--- src/bpm_params.svh ---
`ifndef BPM_PARAMS_SVH
`define BPM_PARAMS_SVH
`define BPM_CLK_HZ          40000000
`define BPM_CUR_PERIOD_US   3000
`define BPM_VOLT_PERIOD_US  63000
`define BPM_IDLE_CC_PERIOD_US 12000
`define BPM_SEC_US          1000000
`define BPM_US_CYCLES(us)   (((us) * (`BPM_CLK_HZ / 1000000)))
`define BPM_SLOW_ACT_HZ     262144
`define BPM_SLOW_IDLE_HZ    32768
`define BPM_FAST_HZ         16780000
`define BPM_CW              26
`endif

--- src/bpm_pkg.sv ---
package bpm_pkg;
	typedef enum logic [2:0] {
		BPM_INIT,
		BPM_ACTIVE,
		BPM_IDLE,
		BPM_DEEP,
		BPM_OFF,
		BPM_UPDATE
	} bpm_mode_t;
	typedef enum logic [1:0] {
		BPM_DSG_OFF,
		BPM_DSG_PUMP,
		BPM_DSG_FOLLOW
	} bpm_dsg_t;
endpackage : bpm_pkg

--- src/bpm_mode_ctrl.sv ---
`timescale 1ns/10ps
`include "bpm_params.svh"
module bpm_mode_ctrl #(
	parameter int CW               = `BPM_CW,
	parameter int CUR_CYCLES       = `BPM_US_CYCLES(`BPM_CUR_PERIOD_US),
	parameter int VOLT_CYCLES      = `BPM_US_CYCLES(`BPM_VOLT_PERIOD_US),
	parameter int IDLE_CC_CYCLES   = `BPM_US_CYCLES(`BPM_IDLE_CC_PERIOD_US),
	parameter int SEC_CYCLES       = `BPM_US_CYCLES(`BPM_SEC_US),
	parameter int CURW             = 16
) (
	input  wire logic                clk,
	input  wire logic                sys_rst,
	input  wire logic                init_done,
	input  wire logic                idle_permit_strap,
	input  wire logic                cmd_idle_allow,
	input  wire logic                cmd_idle_forbid,
	input  wire logic                cmd_idle_exit,
	input  wire logic                cmd_deep_enter,
	input  wire logic                cmd_deep_exit,
	input  wire logic                cmd_shutdown,
	input  wire logic                cmd_update_enter,
	input  wire logic                cmd_update_exit,
	input  wire logic                fast_conv_en,
	input  wire logic [2:0]          volt_period_mult,
	input  wire logic [7:0]          idle_interval_sec,
	input  wire logic [7:0]          hyst_sec,
	input  wire logic [CURW-1:0]     relax_thresh,
	input  wire logic [CURW-1:0]     wake_thresh,
	input  wire logic [CURW-1:0]     coarse_current_sample,
	input  wire logic [CURW-1:0]     idle_cc_sample,
	input  wire logic                idle_cc_valid,
	input  wire logic [CURW-1:0]     pack_voltage,
	input  wire logic [CURW-1:0]     stack_voltage,
	input  wire logic [CURW-1:0]     pack_delta,
	input  wire logic [CURW-1:0]     stack_thresh,
	input  wire logic                protection_fault,
	input  wire logic                charger_attach_pin,
	input  wire logic                rst_shut_pin,
	input  wire logic                idle_dsg_follow,
	input  wire logic                idle_chg_on,
	input  wire logic                deep_slow_osc_on,
	input  wire logic                deep_regs_on,
	input  wire logic                fast_osc_req,
	output bpm_pkg::bpm_mode_t       mode,
	output logic                     idle_permitted,
	output logic                     idle_active,
	output logic                     cur_sample_go,
	output logic                     volt_sample_go,
	output logic                     fine_sample_go,
	output logic                     temp_eval_go,
	output logic                     comparators_en,
	output logic                     measure_en,
	output bpm_pkg::bpm_dsg_t        discharge_switch,
	output logic                     charge_switch,
	output logic                     precharge_switch,
	output logic                     predischarge_switch,
	output logic                     slow_oscillator_en,
	output logic                     slow_oscillator_fast,
	output logic                     fast_oscillator_en,
	output logic                     aux_regulator_one,
	output logic                     aux_regulator_two,
	output logic                     settings_lost
);
	import bpm_pkg::*;

	logic [1:0]     chg_sync;
	logic [1:0]     rst_sync;
	logic           rst_q;
	logic [CW-1:0]  pin_cnt;
	logic           pin_short;
	logic           pin_long;
	bpm_mode_t      next_mode;
	logic           next_permit;
	logic           permit;
	logic           strap_taken;
	logic [CW-1:0]  sec_cnt;
	logic           sec_tick;
	logic [7:0]     iv_cnt;
	logic           iv_tick;
	logic [7:0]     hyst_cnt;
	logic [7:0]     next_hyst;
	logic           loop_wait;
	logic           next_loop_wait;
	logic [CW-1:0]  cur_cnt;
	logic [CW+2:0]  volt_cnt;
	logic [CW+2:0]  volt_lim;
	logic [CW-1:0]  cur_lim;
	logic           relaxed;
	logic           cur_flow;
	logic           pack_wake;
	logic           idle_exit;

	function automatic logic [CURW-1:0] mag(input logic [CURW-1:0] v);
		mag = v[CURW-1] ? CURW'(-v) : v;
	endfunction : mag

	// Pins pass two flops before use
	always_ff @(posedge clk or posedge sys_rst) begin
		if (sys_rst) begin
			chg_sync <= 2'h0;
			rst_sync <= 2'h0;
			rst_q    <= 1'b0;
		end else begin
			chg_sync <= {chg_sync[0], charger_attach_pin};
			rst_sync <= {rst_sync[0], rst_shut_pin};
			rst_q    <= rst_sync[1];
		end
	end

	// Pin pulse length: short releases wake idle, a full second shuts down
	always_ff @(posedge clk or posedge sys_rst) begin
		if (sys_rst) pin_cnt <= '0;
		else if (!rst_sync[1]) pin_cnt <= '0;
		else if (pin_cnt != CW'(SEC_CYCLES)) pin_cnt <= pin_cnt + 1'b1;
	end
	assign pin_long  = rst_sync[1] && (pin_cnt == CW'(SEC_CYCLES));
	assign pin_short = rst_q && !rst_sync[1] && (pin_cnt != CW'(SEC_CYCLES));

	// One-second time base and idle interval
	always_ff @(posedge clk or posedge sys_rst) begin
		if (sys_rst) begin
			sec_cnt <= '0;
			iv_cnt  <= 8'h00;
		end else begin
			sec_cnt <= sec_tick ? '0 : sec_cnt + 1'b1;
			if (mode != BPM_IDLE) iv_cnt <= 8'h00;
			else if (iv_tick) iv_cnt <= 8'h00;
			else if (sec_tick) iv_cnt <= iv_cnt + 1'b1;
		end
	end
	assign sec_tick = (sec_cnt == CW'(SEC_CYCLES - 1));
	assign iv_tick  = sec_tick && (iv_cnt + 8'h01 >= idle_interval_sec);

	// Sample schedulers for active mode; the current counter also paces idle mode at IDLE_CC_CYCLES
	assign cur_lim  = fast_conv_en ? CW'(CUR_CYCLES / 2) : CW'(CUR_CYCLES);
	// Widen before adding so a multiplier of seven does not wrap to zero
	assign volt_lim = (CW+3)'(VOLT_CYCLES) * ((CW+3)'(volt_period_mult) + (CW+3)'(1))
		>> fast_conv_en;
	always_ff @(posedge clk or posedge sys_rst) begin
		if (sys_rst) begin
			cur_cnt  <= '0;
			volt_cnt <= '0;
		end else begin
			cur_cnt  <= (mode == BPM_IDLE) ? ((cur_cnt >= CW'(IDLE_CC_CYCLES - 1)) ? '0
				: cur_cnt + 1'b1) : ((cur_cnt >= cur_lim - 1'b1) ? '0 : cur_cnt + 1'b1);
			volt_cnt <= (volt_cnt >= volt_lim - 1'b1) ? '0 : volt_cnt + 1'b1;
		end
	end

	// Wake conditions
	assign relaxed   = mag(coarse_current_sample) < relax_thresh;
	assign cur_flow  = (idle_cc_valid && mag(idle_cc_sample) > wake_thresh)
		|| (iv_tick && mag(coarse_current_sample) > wake_thresh);
	assign pack_wake = iv_tick && (pack_voltage > stack_voltage)
		&& (pack_voltage - stack_voltage > pack_delta)
		&& (stack_voltage < stack_thresh);
	assign idle_exit = protection_fault || cur_flow || chg_sync[1] || cmd_idle_exit
		|| pin_short || pack_wake;

	always_comb begin
		next_mode      = mode;
		next_permit    = permit;
		next_hyst      = (hyst_cnt != 8'h00 && sec_tick) ? hyst_cnt - 8'h01 : hyst_cnt;
		next_loop_wait = loop_wait && !sec_tick;
		if (cmd_idle_allow) next_permit = 1'b1;
		else if (cmd_idle_forbid) next_permit = 1'b0;
		case (mode)
			BPM_INIT: if (init_done) next_mode = BPM_ACTIVE;
			BPM_ACTIVE: begin
				if (cmd_update_enter) next_mode = BPM_UPDATE;
				else if (cmd_deep_enter) next_mode = BPM_DEEP;
				else if (relaxed && permit && hyst_cnt == 8'h00 && !protection_fault)
					next_mode = BPM_IDLE;
			end
			BPM_IDLE: begin
				if (cmd_deep_enter) next_mode = BPM_DEEP;
				else if (idle_exit) begin
					next_mode      = BPM_ACTIVE;
					next_hyst      = hyst_sec;
					next_loop_wait = cur_flow;
				end
			end
			BPM_DEEP: if (cmd_deep_exit || pin_short || chg_sync[1]) next_mode = BPM_ACTIVE;
			BPM_UPDATE: if (cmd_update_exit) next_mode = BPM_ACTIVE;
			BPM_OFF: next_mode = BPM_OFF;
			default: next_mode = BPM_INIT;
		endcase
		if (cmd_shutdown || pin_long) next_mode = BPM_OFF;
	end

	always_ff @(posedge clk or posedge sys_rst) begin
		if (sys_rst) begin
			mode        <= BPM_INIT;
			permit      <= 1'b0;
			strap_taken <= 1'b0;
			hyst_cnt    <= 8'h00;
			loop_wait   <= 1'b0;
		end else begin
			mode        <= next_mode;
			strap_taken <= strap_taken | init_done;
			permit      <= strap_taken ? next_permit : idle_permit_strap;
			hyst_cnt    <= next_hyst;
			loop_wait   <= next_loop_wait;
		end
	end

	// Outputs, all registered
	always_ff @(posedge clk or posedge sys_rst) begin
		if (sys_rst) begin
			idle_permitted      <= 1'b0;
			idle_active         <= 1'b0;
			cur_sample_go       <= 1'b0;
			volt_sample_go      <= 1'b0;
			fine_sample_go      <= 1'b0;
			temp_eval_go        <= 1'b0;
			comparators_en      <= 1'b0;
			measure_en          <= 1'b0;
			discharge_switch    <= BPM_DSG_OFF;
			charge_switch       <= 1'b0;
			precharge_switch    <= 1'b0;
			predischarge_switch <= 1'b0;
			slow_oscillator_en  <= 1'b0;
			slow_oscillator_fast <= 1'b0;
			fast_oscillator_en  <= 1'b0;
			aux_regulator_one   <= 1'b0;
			aux_regulator_two   <= 1'b0;
			settings_lost       <= 1'b0;
		end else begin
			idle_permitted <= permit;
			idle_active    <= (mode == BPM_IDLE);
			measure_en     <= (mode == BPM_ACTIVE) || (mode == BPM_IDLE);
			comparators_en <= (mode == BPM_ACTIVE) || (mode == BPM_IDLE);
			// Loop held off after a current wake until the second boundary
			cur_sample_go  <= (mode == BPM_ACTIVE) ? (!loop_wait && cur_cnt == '0)
				: (mode == BPM_IDLE) && cur_cnt == '0;
			volt_sample_go <= (mode == BPM_ACTIVE) ? (!loop_wait && volt_cnt == '0)
				: (mode == BPM_IDLE) && iv_tick;
			fine_sample_go <= (mode == BPM_ACTIVE) && !loop_wait && cur_cnt == '0;
			temp_eval_go   <= (mode == BPM_ACTIVE) ? (!loop_wait && volt_cnt == '0)
				: (mode == BPM_IDLE) && iv_tick;
			case (mode)
				BPM_ACTIVE: begin
					discharge_switch <= BPM_DSG_PUMP;
					charge_switch    <= 1'b1;
				end
				BPM_IDLE: begin
					discharge_switch <= idle_dsg_follow ? BPM_DSG_FOLLOW : BPM_DSG_PUMP;
					charge_switch    <= idle_chg_on;
				end
				default: begin
					discharge_switch <= BPM_DSG_OFF;
					charge_switch    <= 1'b0;
				end
			endcase
			// Precharge paths are owned elsewhere; this block only forces them off
			precharge_switch    <= 1'b0;
			predischarge_switch <= 1'b0;
			slow_oscillator_en  <= (mode == BPM_DEEP) ? deep_slow_osc_on
				: (mode != BPM_OFF);
			slow_oscillator_fast <= (mode != BPM_IDLE) && (mode != BPM_DEEP);
			fast_oscillator_en  <= fast_osc_req && (mode != BPM_OFF);
			aux_regulator_one   <= (mode == BPM_OFF) ? 1'b0
				: (mode == BPM_DEEP) ? deep_regs_on : 1'b1;
			aux_regulator_two   <= (mode == BPM_OFF) ? 1'b0
				: (mode == BPM_DEEP) ? deep_regs_on : 1'b1;
			settings_lost       <= (mode == BPM_OFF);
		end
	end
endmodule : bpm_mode_ctrl

--- config.mk ---
export PLATFORM = sky130hd
export DESIGN_NAME = bpm_mode_ctrl
export DESIGN_NICKNAME = d
export VERILOG_FILES = /design/src/bpm_pkg.sv /design/src/bpm_mode_ctrl.sv
export VERILOG_INCLUDE_DIRS = /design/src
export SDC_FILE = /design/constraint.sdc
export NUM_CORES = 1
export LEC_CHECK = 0
export ABC_AREA = 1
export ABC_CLOCK_PERIOD_IN_PS = 4100
export BUFFER_PORTS_ARGS = -buffer_cell sky130_fd_sc_hd__buf_2
export CAP_MARGIN = 25
export CORE_MARGIN = 4
export CORE_UTILIZATION = 40
export DETAILED_ROUTE_END_ITERATION = 8
export SLEW_MARGIN = 20
export SYNTH_ARGS = -nofsm -noshare
export SYNTH_HDL_FRONTEND = slang
export SYNTH_SLANG_ARGS = --single-unit
export TNS_END_PERCENT = 50
--- constraint.sdc ---
create_clock -name clk -period 4.1 [get_ports clk]
set_clock_uncertainty 0.2 [all_clocks]
set_input_delay 0.205 -clock clk [delete_from_list [all_inputs] [get_ports clk]]
set_output_delay 0.205 -clock clk [all_outputs]
set_load 0.02 [all_outputs]
==> impl_metrics.py, run 1 <==
metrics = {
    "yosys": {
        "synth_area_um2": 14000,
        "async_reset_ff_frac": 1.00,
        "synth_seq_cells": 148,
        "seq_area_frac_synth": 0.264,
        "synth-main-ff-cell": "dfrtp_1",
        "syn-instance-count": 1986,
        "avgSynthCellArea_um2": 7.05,
        "synth_top_area_share": 0.264,
        "synth-edff-count": 0,
        "yosys.area.top_type": "dfrtp_1",
        "synth_most_common_cell": "nand2_1",
        "synth_area_leaders": "dfrtp_1 (26%), ha_1 (15%), nand2_1 (11%)",
        "yosys_warnings": 0,
        "synth_cell_types": 66,
        "netlist_top_cells_count": "nand2_1 (417), inv_1 (323), nor2_1 (195), ha_1 (168), dfrtp_1 (148)",
    },
    "sta": {
        "worstMarginPinSlew_ps": 863,
        "hold_viol_final": 0,
        "rsz0062_at_grt": "yes",
        "fmax_mhz": 206,
        "finalCritPeriodShare": 1.18,
        "slew-limit-headroom": 0.417,
        "setup-violations-final": 29,
        "setup_slack_ps": -750,
        "finalMaxSlewViolations": 0,
        "fin_crit_ps": 4850,
        "hold_ws_ps": 55.5,
    },
    "placement": {
        "pre_cts_ws_ps": -1220,
        "place.gp.congestion": 0.898,
        "portBuffers": 188,
        "hpwlAfterDp_um": 30600,
        "placedCellCount": 2704,
    },
    "worst_setup_path": {
        "crit_fanout": 7,
        "r2r-start": "iv_cnt[0]",
        "r2r_slack_ps": 500,
        "critPathMaxStageDelay_ps": 530,
        "cp-end-kind": "register",
        "start_kind": "primary input",
        "worstSetupPathType": "in2reg",
        "crit_arrival_ps": 5000,
        "r2r-end": "hyst_cnt[4]",
        "r2r_cells": 18,
        "critical_path.slowest_cell": "fa_1",
        "cpMostUsedCell": "nand3_2",
        "required_ps": 4250,
    },
    "grt": {
        "first_global_vias": 13500,
        "grt_use_total": 0.198,
        "grt_pass1_wl_um": 63900,
        "antenna_found_initial": 1,
        "overflow": 0,
        "grt_max_degree": 149,
    },
    "flow_run": {
        "drv_cap": 0,
    },
    "floorplanning": {
        "io_pins": 191,
        "std_cell_rows": 68,
        "initial_core_util": 0.405,
        "dieWidth_um": 195,
        "die_area_um2": 38100,
        "coreArea_um2": 34500,
        "die_h_um": 195,
    },
    "detailed_routing": {
        "routed_via_density": 4.96,
        "drtIter0Drc": 620,
        "vias": 13800,
        "firstDrtPassIters": 5,
        "wire_per_inst_um": 13.9,
        "drc_errors": 0,
        "ant_nets": 0,
        "drt-total-wl_um": 38600,
    },
    "final_layout": {
        "nFillCells": 3467,
        "nNetsFinal": 2649,
        "seq_area_um2": 3700,
        "multi_input_area_um2": 9450,
        "drive_above_1_share": 0.215,
        "final_cells": 2776,
        "syn_to_final_growth_pct": 26.1,
    },
    "clocking": {
        "cts_sinks": 148,
        "cts_tree": "done",
        "ctsLongestPathBuffers": 2,
        "path_clk_slew_ps": 70,
        "clk_latency_ps": 430,
        "root_buffer": "clkbuf_16",
        "numCtsBuffers": 17,
        "cts-htree-levels": 4,
    },
    "status": {
        "violations": "negative setup slack",
        "status": "finished, violations left",
    },
    "min_path": {
        "min_path_cells": 5,
        "hold_path_end": "mode[0]",
        "holdCritStartpoint": "cmd_deep_exit",
        "hold_class": "in2reg",
    },
    "pwr": {
        "power.density_nw_per_um2": 270,
        "power_leakage_uw": 0.00904,
        "peakVddDrop_uv": 230,
    },
}
==> cell type report <==
class | count | area share
multi-input cells | 1488 | 0.535
flip-flops and latches | 148 | 0.210
repair buffers | 315 | 0.117
inverters | 337 | 0.0720
well taps | 455 | 0.0322
clock buffers | 18 | 0.0249
clock inverters | 14 | 0.00914
diodes | 1 | 0.000142
==> power by group <==
group          switching [µW]  internal, µW
Combinational             901           743
Sequential               22.7          1480
Clock                     686           929
==> how the worst max path moves through the flow <==
stage	start	end	slack (ps)	depth (start not counted)
floorplan	volt_period_mult[0]	volt_cnt[24]	-750	30
global placement	volt_period_mult[0]	volt_cnt[16]	-1100	30
detailed placement	volt_period_mult[0]	volt_cnt[2]	-1220	30
CTS	volt_period_mult[0]	volt_cnt[13]	-590	26
global route	volt_period_mult[0]	volt_cnt[6]	-990	30
finish	volt_period_mult[0]	volt_cnt[13]	-750	29
==> per-layer routing <==
layer,routed length [µm],global-route usage,vias up,part of all wire
met5,0,0,-,0
li1,-,-,7152,-
met3,1320,0.0233,43,0.034
met4,682,0.0437,0,0.018
met1,17500,0.262,6321,0.45
met2,19000,0.350,244,0.49
==> state kept, by name, summed over array words and instances (netlist names), 2 cells and up <==
register	count
pin_cnt	26
mode	3
chg_sync	2
cur_cnt	26
discharge_switch	2
iv_cnt	8
volt_cnt	29
sec_cnt	26
hyst_cnt	8
rst_sync	2
==> cell families after synthesis <==
family          synth area share
mux                     0.000715
simple gates               0.316
compound gates             0.107
xor+xnor                  0.0538
other cells             0.000536
flops                      0.264
buf+inv                    0.100
fa+ha+maj                  0.157
==> worst max-delay path: cells and delay by family <==
| kind | cells | cell delay, ps |
|---|---|---|
| adders and majority gates | 5 | 1880 |
| buffers and inverters | 6 | 720 |
| and+or+nand+nor | 14 | 1450 |
| AOI/OAI and AO/OA | 4 | 700 |
==> cells in the final DEF (no fill, tap or decap), drive strengths merged, types with 26 or more instances in the layout <==
| master | synthesis | routed |
|---|---|---|
| nor2 | 222 | 222 |
| dfrtp | 148 | 148 |
| nand2 | 430 | 430 |
| buf | 17 | 290 |
| a21oi | 133 | 133 |
| xnor2 | 26 | 26 |
| inv | 335 | 340 |
| xor2 | 60 | 60 |
| nor4 | 32 | 32 |
| nand3 | 126 | 126 |
| o21ai | 79 | 79 |
| nor3 | 58 | 58 |
| ha | 168 | 168 |
| nand4 | 58 | 58 |
==> stage by stage <==
step,cell area (µm²),setup TNS [ps],power (µW),util
2_1_floorplan,14100,-20350,2460,-
3_3_place_gp,16200,-30790,2980,0.469
3_5_place_dp,16200,-34010,3010,0.469
4_1_cts,17400,-15940,4730,0.503
5_1_grt,17700,-27200,5080,0.511
6_report,17700,-20310,4760,0.511
==> what timing repair did <==
action                     CTS  global route
setup buffers                8             4
hold buffers                24             0
pin swaps                   27            24
setup endpoints to repair   29            30
gates cloned                 2             1
hold endpoints to repair   170             0
resized for setup           51            56
No activity file was read; power rests on OpenSTA's default activity.
==> run 2, diff against run 1 <==
- CORE_UTILIZATION: 40 -> 54
- PLACE_DENSITY: not set -> 0.79
==> run 2 against run 1 <==
Effect of this change: the flow still finishes with violations (negative setup slack); critical path depth shrank 2; global-route usage is 7.3 points higher; setup slack gained 12 ps; flip-flop and latch count stayed put; combinational power grew 4%.
==> impl_metrics.py, run 2 (same netlist as run 1, synthesis figures left out) <==
metrics = {
    "status": {
        "violations": "negative setup slack",
        "status": "finished, violations left",
    },
    "pwr": {
        "power_leakage_uw": 0.00905,
        "switchingPower_uw": 1660,
        "clkPwrFrac": 0.327,
        "peakVddDrop_uv": 265,
        "switching_share": 0.347,
        "power_frac_comb": 0.358,
        "p_seq_frac": 0.315,
        "p_int_uw": 3120,
        "power.density_nw_per_um2": 272,
    },
    "final_layout": {
        "multi_input_area_um2": 9570,
        "seq_area_um2": 3700,
        "drive_above_1_share": 0.219,
        "top_register": "volt_cnt",
        "nNetsFinal": 2644,
        "largest_reg_flops": 29,
        "nFillCells": 2069,
        "fin_area_um2": 17600,
        "final_cells": 2646,
        "syn_to_final_growth_pct": 25.4,
        "final_cell_mix": "nand2_1 (399), inv_1 (320), buf_2 (186)",
        "final_common_cell": "nand2_1",
    },
    "placement": {
        "portBuffers": 188,
        "placedCellCount": 2573,
        "place.gp.congestion": 0.922,
        "hpwlAfterDp_um": 30200,
        "placed_area_um2": 16000,
    },
    "detailed_routing": {
        "drt-total-wl_um": 39300,
        "drc_errors": 0,
        "ant_nets": 0,
        "firstDrtPassIters": 6,
        "vias": 14400,
        "wire_per_inst_um": 14.9,
        "drtIter0Drc": 1084,
        "routed_via_density": 5.46,
    },
    "sta": {
        "hold_ws_ps": 90.4,
        "finalMaxSlewViolations": 0,
        "rsz0062_at_grt": "yes",
        "fmax_mhz": 207,
        "worstMarginPinSlew_ps": 809,
        "setup-violations-final": 29,
        "setup_slack_ps": -738,
        "finalCritPeriodShare": 1.18,
        "hold_viol_final": 0,
        "fin_crit_ps": 4840,
        "slew-limit-headroom": 0.460,
    },
    "worst_setup_path": {
        "crit_fanout": 14,
        "startpoint": "volt_period_mult[0]",
        "cp-end-kind": "register",
        "start_kind": "primary input",
        "crit_arrival_ps": 4960,
        "worstSetupPathType": "in2reg",
        "required_ps": 4220,
        "r2r-start": "iv_cnt[0]",
    },
    "floorplanning": {
        "io_pins": 191,
        "std_cell_rows": 58,
        "initial_core_util": 0.553,
        "coreArea_um2": 25300,
        "die_area_um2": 28600,
        "die_h_um": 169,
        "dieWidth_um": 169,
    },
    "clocking": {
        "numCtsBuffers": 17,
        "ctsLongestPathBuffers": 2,
        "cts-htree-levels": 4,
        "root_buffer": "clkbuf_16",
        "cts_tree": "done",
        "clk_latency_ps": 440,
        "path_clk_slew_ps": 60,
        "cts_sinks": 148,
    },
    "flow_run": {
        "drv_cap": 0,
    },
    "grt": {
        "first_global_vias": 14100,
        "overflow": 0,
        "grt_use_total": 0.272,
        "grt_pass1_wl_um": 65100,
        "antenna_found_initial": 1,
        "grt_max_degree": 149,
    },
    "min_path": {
        "hold_class": "in2reg",
        "holdCritStartpoint": "cmd_deep_exit",
    },
}
run 2: power groups by stage:
stage | registers [µW] | clock network [µW] | logic [µW]
final | 1500 | 1560 | 1710
after global routing | 1510 | 1650 | 1920
after CTS | 1500 | 1570 | 1590
after detailed placement | 1530 | 0 | 1470
after global placement | 1530 | 0 | 1420
after floorplan | 1520 | 0 | 936
run 2: timing repair:
action	in CTS	in global routing
endpoints found under the hold margin	168	0
setup endpoints to repair	29	30
setup buffers	8	7
gates cloned	2	0
hold buffers	23	0
pin swaps	23	36
gates resized for setup	58	73
run 2: worst max-delay path, cell delays in order:
cell and delay, ps:
buf_12 90, clkinvlp_4 120, ha_4 300, fa_2 450, fa_1 520, inv_2 50
fa_2 360, nand2_1 70, nand2_1 60, nand2_2 120, nand3_2 90, nand3_2 90
nand2_4 70, nor2_4 140, nand2_4 70, nor2_4 140, nand4_4 120, nor2_8 190
nand2_2 70, xor2_1 150, ha_2 310, nand2_1 120, nor4_2 340, nand4_1 230
nand3_4 230, buf_16 190, nor2_1 50
run 2: worst paths after layout:
path,to,slack (ps),cells past startpoint
min in group asynchronous,cur_cnt[17],320,4
max reg2reg,hyst_cnt[3],440,18
max,volt_cnt[19],-740,27
max in group asynchronous,volt_cnt[15],2740,4
min reg2reg,rst_sync[1],160,0
min,mode[1],90,5
run 2: final cells by class:
type,count,area share
repair buffers,310,0.115
well taps,330,0.0235
clock buffers,19,0.0252
clock inverters,13,0.00797
inverters,337,0.0724
flip-flops and latches,148,0.211
multi-input cells,1488,0.545
diodes,1,0.000142
run 2: stage by stage:
stage / setup slack (ps) / TNS [ps] / total power (µW) / util
after floorplan: -751 / -20350 / 2460 / -
after global placement: -1070 / -30040 / 2950 / 0.632
after detailed placement: -1260 / -34880 / 3000 / 0.632
after CTS: -517 / -14320 / 4670 / 0.679
after global routing: -997 / -27600 / 5070 / 0.694
final: -738 / -20980 / 4780 / 0.694
run 2: routing by layer:
| layer | vias to the layer above | wire length [µm] | track usage |
|---|---|---|---|
| met3 | 95 | 2140 | 0.0357 |
| met1 | 6729 | 16600 | 0.353 |
| li1 | 7137 | - | - |
| met4 | 0 | 1310 | 0.100 |
| met2 | 474 | 19300 | 0.465 |
| met5 | - | 0 | 0 |
==> run 3, diff against run 2 <==
- RECOVER_POWER: not set -> 50
==> run 3 against run 2 <==
Effect of this change: the flow finishes with violations (max-capacitance violations, max-slew violations, negative setup slack); via count rose by 0.19%; global-route usage unchanged; critical endpoint unchanged; first-iteration DRC count increased by 4.8%; highest routed layer unchanged.
==> impl_metrics.py, run 3 (same netlist as run 1, synthesis figures left out) <==
metrics = {
    "pwr": {
        "power.density_nw_per_um2": 273,
        "power_leakage_uw": 0.00896,
        "peakVddDrop_uv": 266,
        "fin_total_pwr_uw": 4770,
    },
    "worst_setup_path": {
        "crit_arrival_ps": 4960,
        "start_kind": "primary input",
        "cp-end-kind": "register",
        "cpMostUsedCell": "nand2_1",
        "critPathMaxStageDelay_ps": 520,
        "crit_fanout": 14,
        "required_ps": 4220,
        "critical_path.slowest_cell": "fa_1",
        "worstSetupPathType": "in2reg",
    },
    "floorplanning": {
        "std_cell_rows": 58,
        "die_area_um2": 28600,
        "dieWidth_um": 169,
        "initial_core_util": 0.553,
        "io_pins": 191,
        "die_h_um": 169,
        "coreArea_um2": 25300,
    },
    "final_layout": {
        "fin_util": 0.691,
        "nFillCells": 2085,
        "syn_to_final_growth_pct": 25.0,
        "final_common_cell": "nand2_1",
        "final_cell_mix": "nand2_1 (400), inv_1 (320), nor2_1 (177)",
        "top_register": "volt_cnt",
        "largest_reg_flops": 29,
        "seq_area_um2": 3700,
        "nNetsFinal": 2644,
        "drive_above_1_share": 0.209,
        "final_cells": 2646,
        "multi_input_area_um2": 9550,
    },
    "sta": {
        "slew-limit-headroom": -0.340,
        "setup-violations-final": 29,
        "fin_crit_ps": 4840,
        "worstMarginPinSlew_ps": 2010,
        "rsz0062_at_grt": "yes",
        "hold_ws_ps": 87.2,
        "finalCritPeriodShare": 1.18,
        "fmax_mhz": 207,
        "setup_slack_ps": -739,
        "hold_viol_final": 0,
        "finalMaxSlewViolations": 149,
    },
    "detailed_routing": {
        "routed_via_density": 5.47,
        "wire_per_inst_um": 14.9,
        "drtIter0Drc": 1136,
        "drt-total-wl_um": 39300,
        "ant_nets": 0,
        "vias": 14500,
        "firstDrtPassIters": 6,
        "drc_errors": 0,
    },
    "placement": {
        "portBuffers": 188,
        "place.gp.congestion": 0.922,
        "hpwlAfterDp_um": 30200,
        "placedCellCount": 2573,
        "pre_cts_ws_ps": -1260,
    },
    "flow_run": {
        "drv_cap": 1,
    },
    "clocking": {
        "root_buffer": "clkbuf_16",
        "ctsLongestPathBuffers": 2,
        "cts_sinks": 148,
        "path_clk_slew_ps": 60,
        "cts-htree-levels": 4,
        "cts_tree": "done",
        "clk_latency_ps": 440,
        "numCtsBuffers": 17,
    },
    "status": {
        "status": "finished, violations left",
        "violations": "max-capacitance violations, max-slew violations, negative setup slack",
    },
    "grt": {
        "overflow": 0,
        "first_global_vias": 14100,
        "antenna_found_initial": 1,
        "grt_use_total": 0.272,
        "grt_pass1_wl_um": 65100,
        "grt_max_degree": 149,
    },
    "min_path": {
        "hold_class": "in2reg",
    },
}
run 3: metal layers:
metal  up-vias  share of wire  track usage
met4         0          0.031        0.100
li1       7135              -            -
met1      6746           0.42        0.353
met2       486           0.49        0.465
met5         -              0            0
met3        96          0.055       0.0357
run 3: final timing paths:
check	slack, ps	endpoint	cells after the start	from
setup / recovery	-740	volt_cnt[19]	27	volt_period_mult[0]
hold / removal	90	mode[1]	5	cmd_deep_exit
setup reg to reg	460	hyst_cnt[3]	18	iv_cnt[0]
hold reg to reg	160	rst_sync[1]	0	rst_sync[0]
max in group asynchronous	1550	volt_cnt[14]	4	sys_rst
min in group asynchronous	840	cur_cnt[17]	4	sys_rst
run 3: area by class of cell:
type,instances,area share
antenna,1,0.000143
clock buffer,19,0.0253
clock inverter,13,0.00800
inverter,337,0.0727
multi-input combinational,1488,0.545
sequential,148,0.212
tap,330,0.0236
timing repair buffer,310,0.113
run 3: per-stage QoR:
stage / area [µm²] / TNS [ps]
finish: 17500 / -21020
floorplan: 14100 / -20350
global route: 17500 / -27600
detailed placement: 16000 / -34880
global placement: 16000 / -30040
CTS: 17200 / -14320
run 3: repair_timing:
item / in CTS / in global routing
hold endpoints to repair: 168 / 0
buffers inserted: 8 / 7
gates resized for setup: 58 / 73
hold buffers: 23 / 0
setup endpoints to repair: 29 / 30
pin swaps: 23 / 36
cloned: 2 / 0
run 3: worst max-delay path: cells and delay by family:
| family | cells | cell delay (ps) |
|---|---|---|
| AND/OR/NAND/NOR | 17 | 2200 |
| buffers and inverters | 4 | 450 |
| adder cells (fa/ha/maj) | 5 | 1940 |
| XOR/XNOR | 1 | 150 |
run 3: report_power, final:
group / internal, µW / leakage, µW / switching [µW]
sequential: 1480 / 0.00196 / 22.1
clock: 873 / 0.000275 / 689
combinational: 760 / 0.00672 / 946
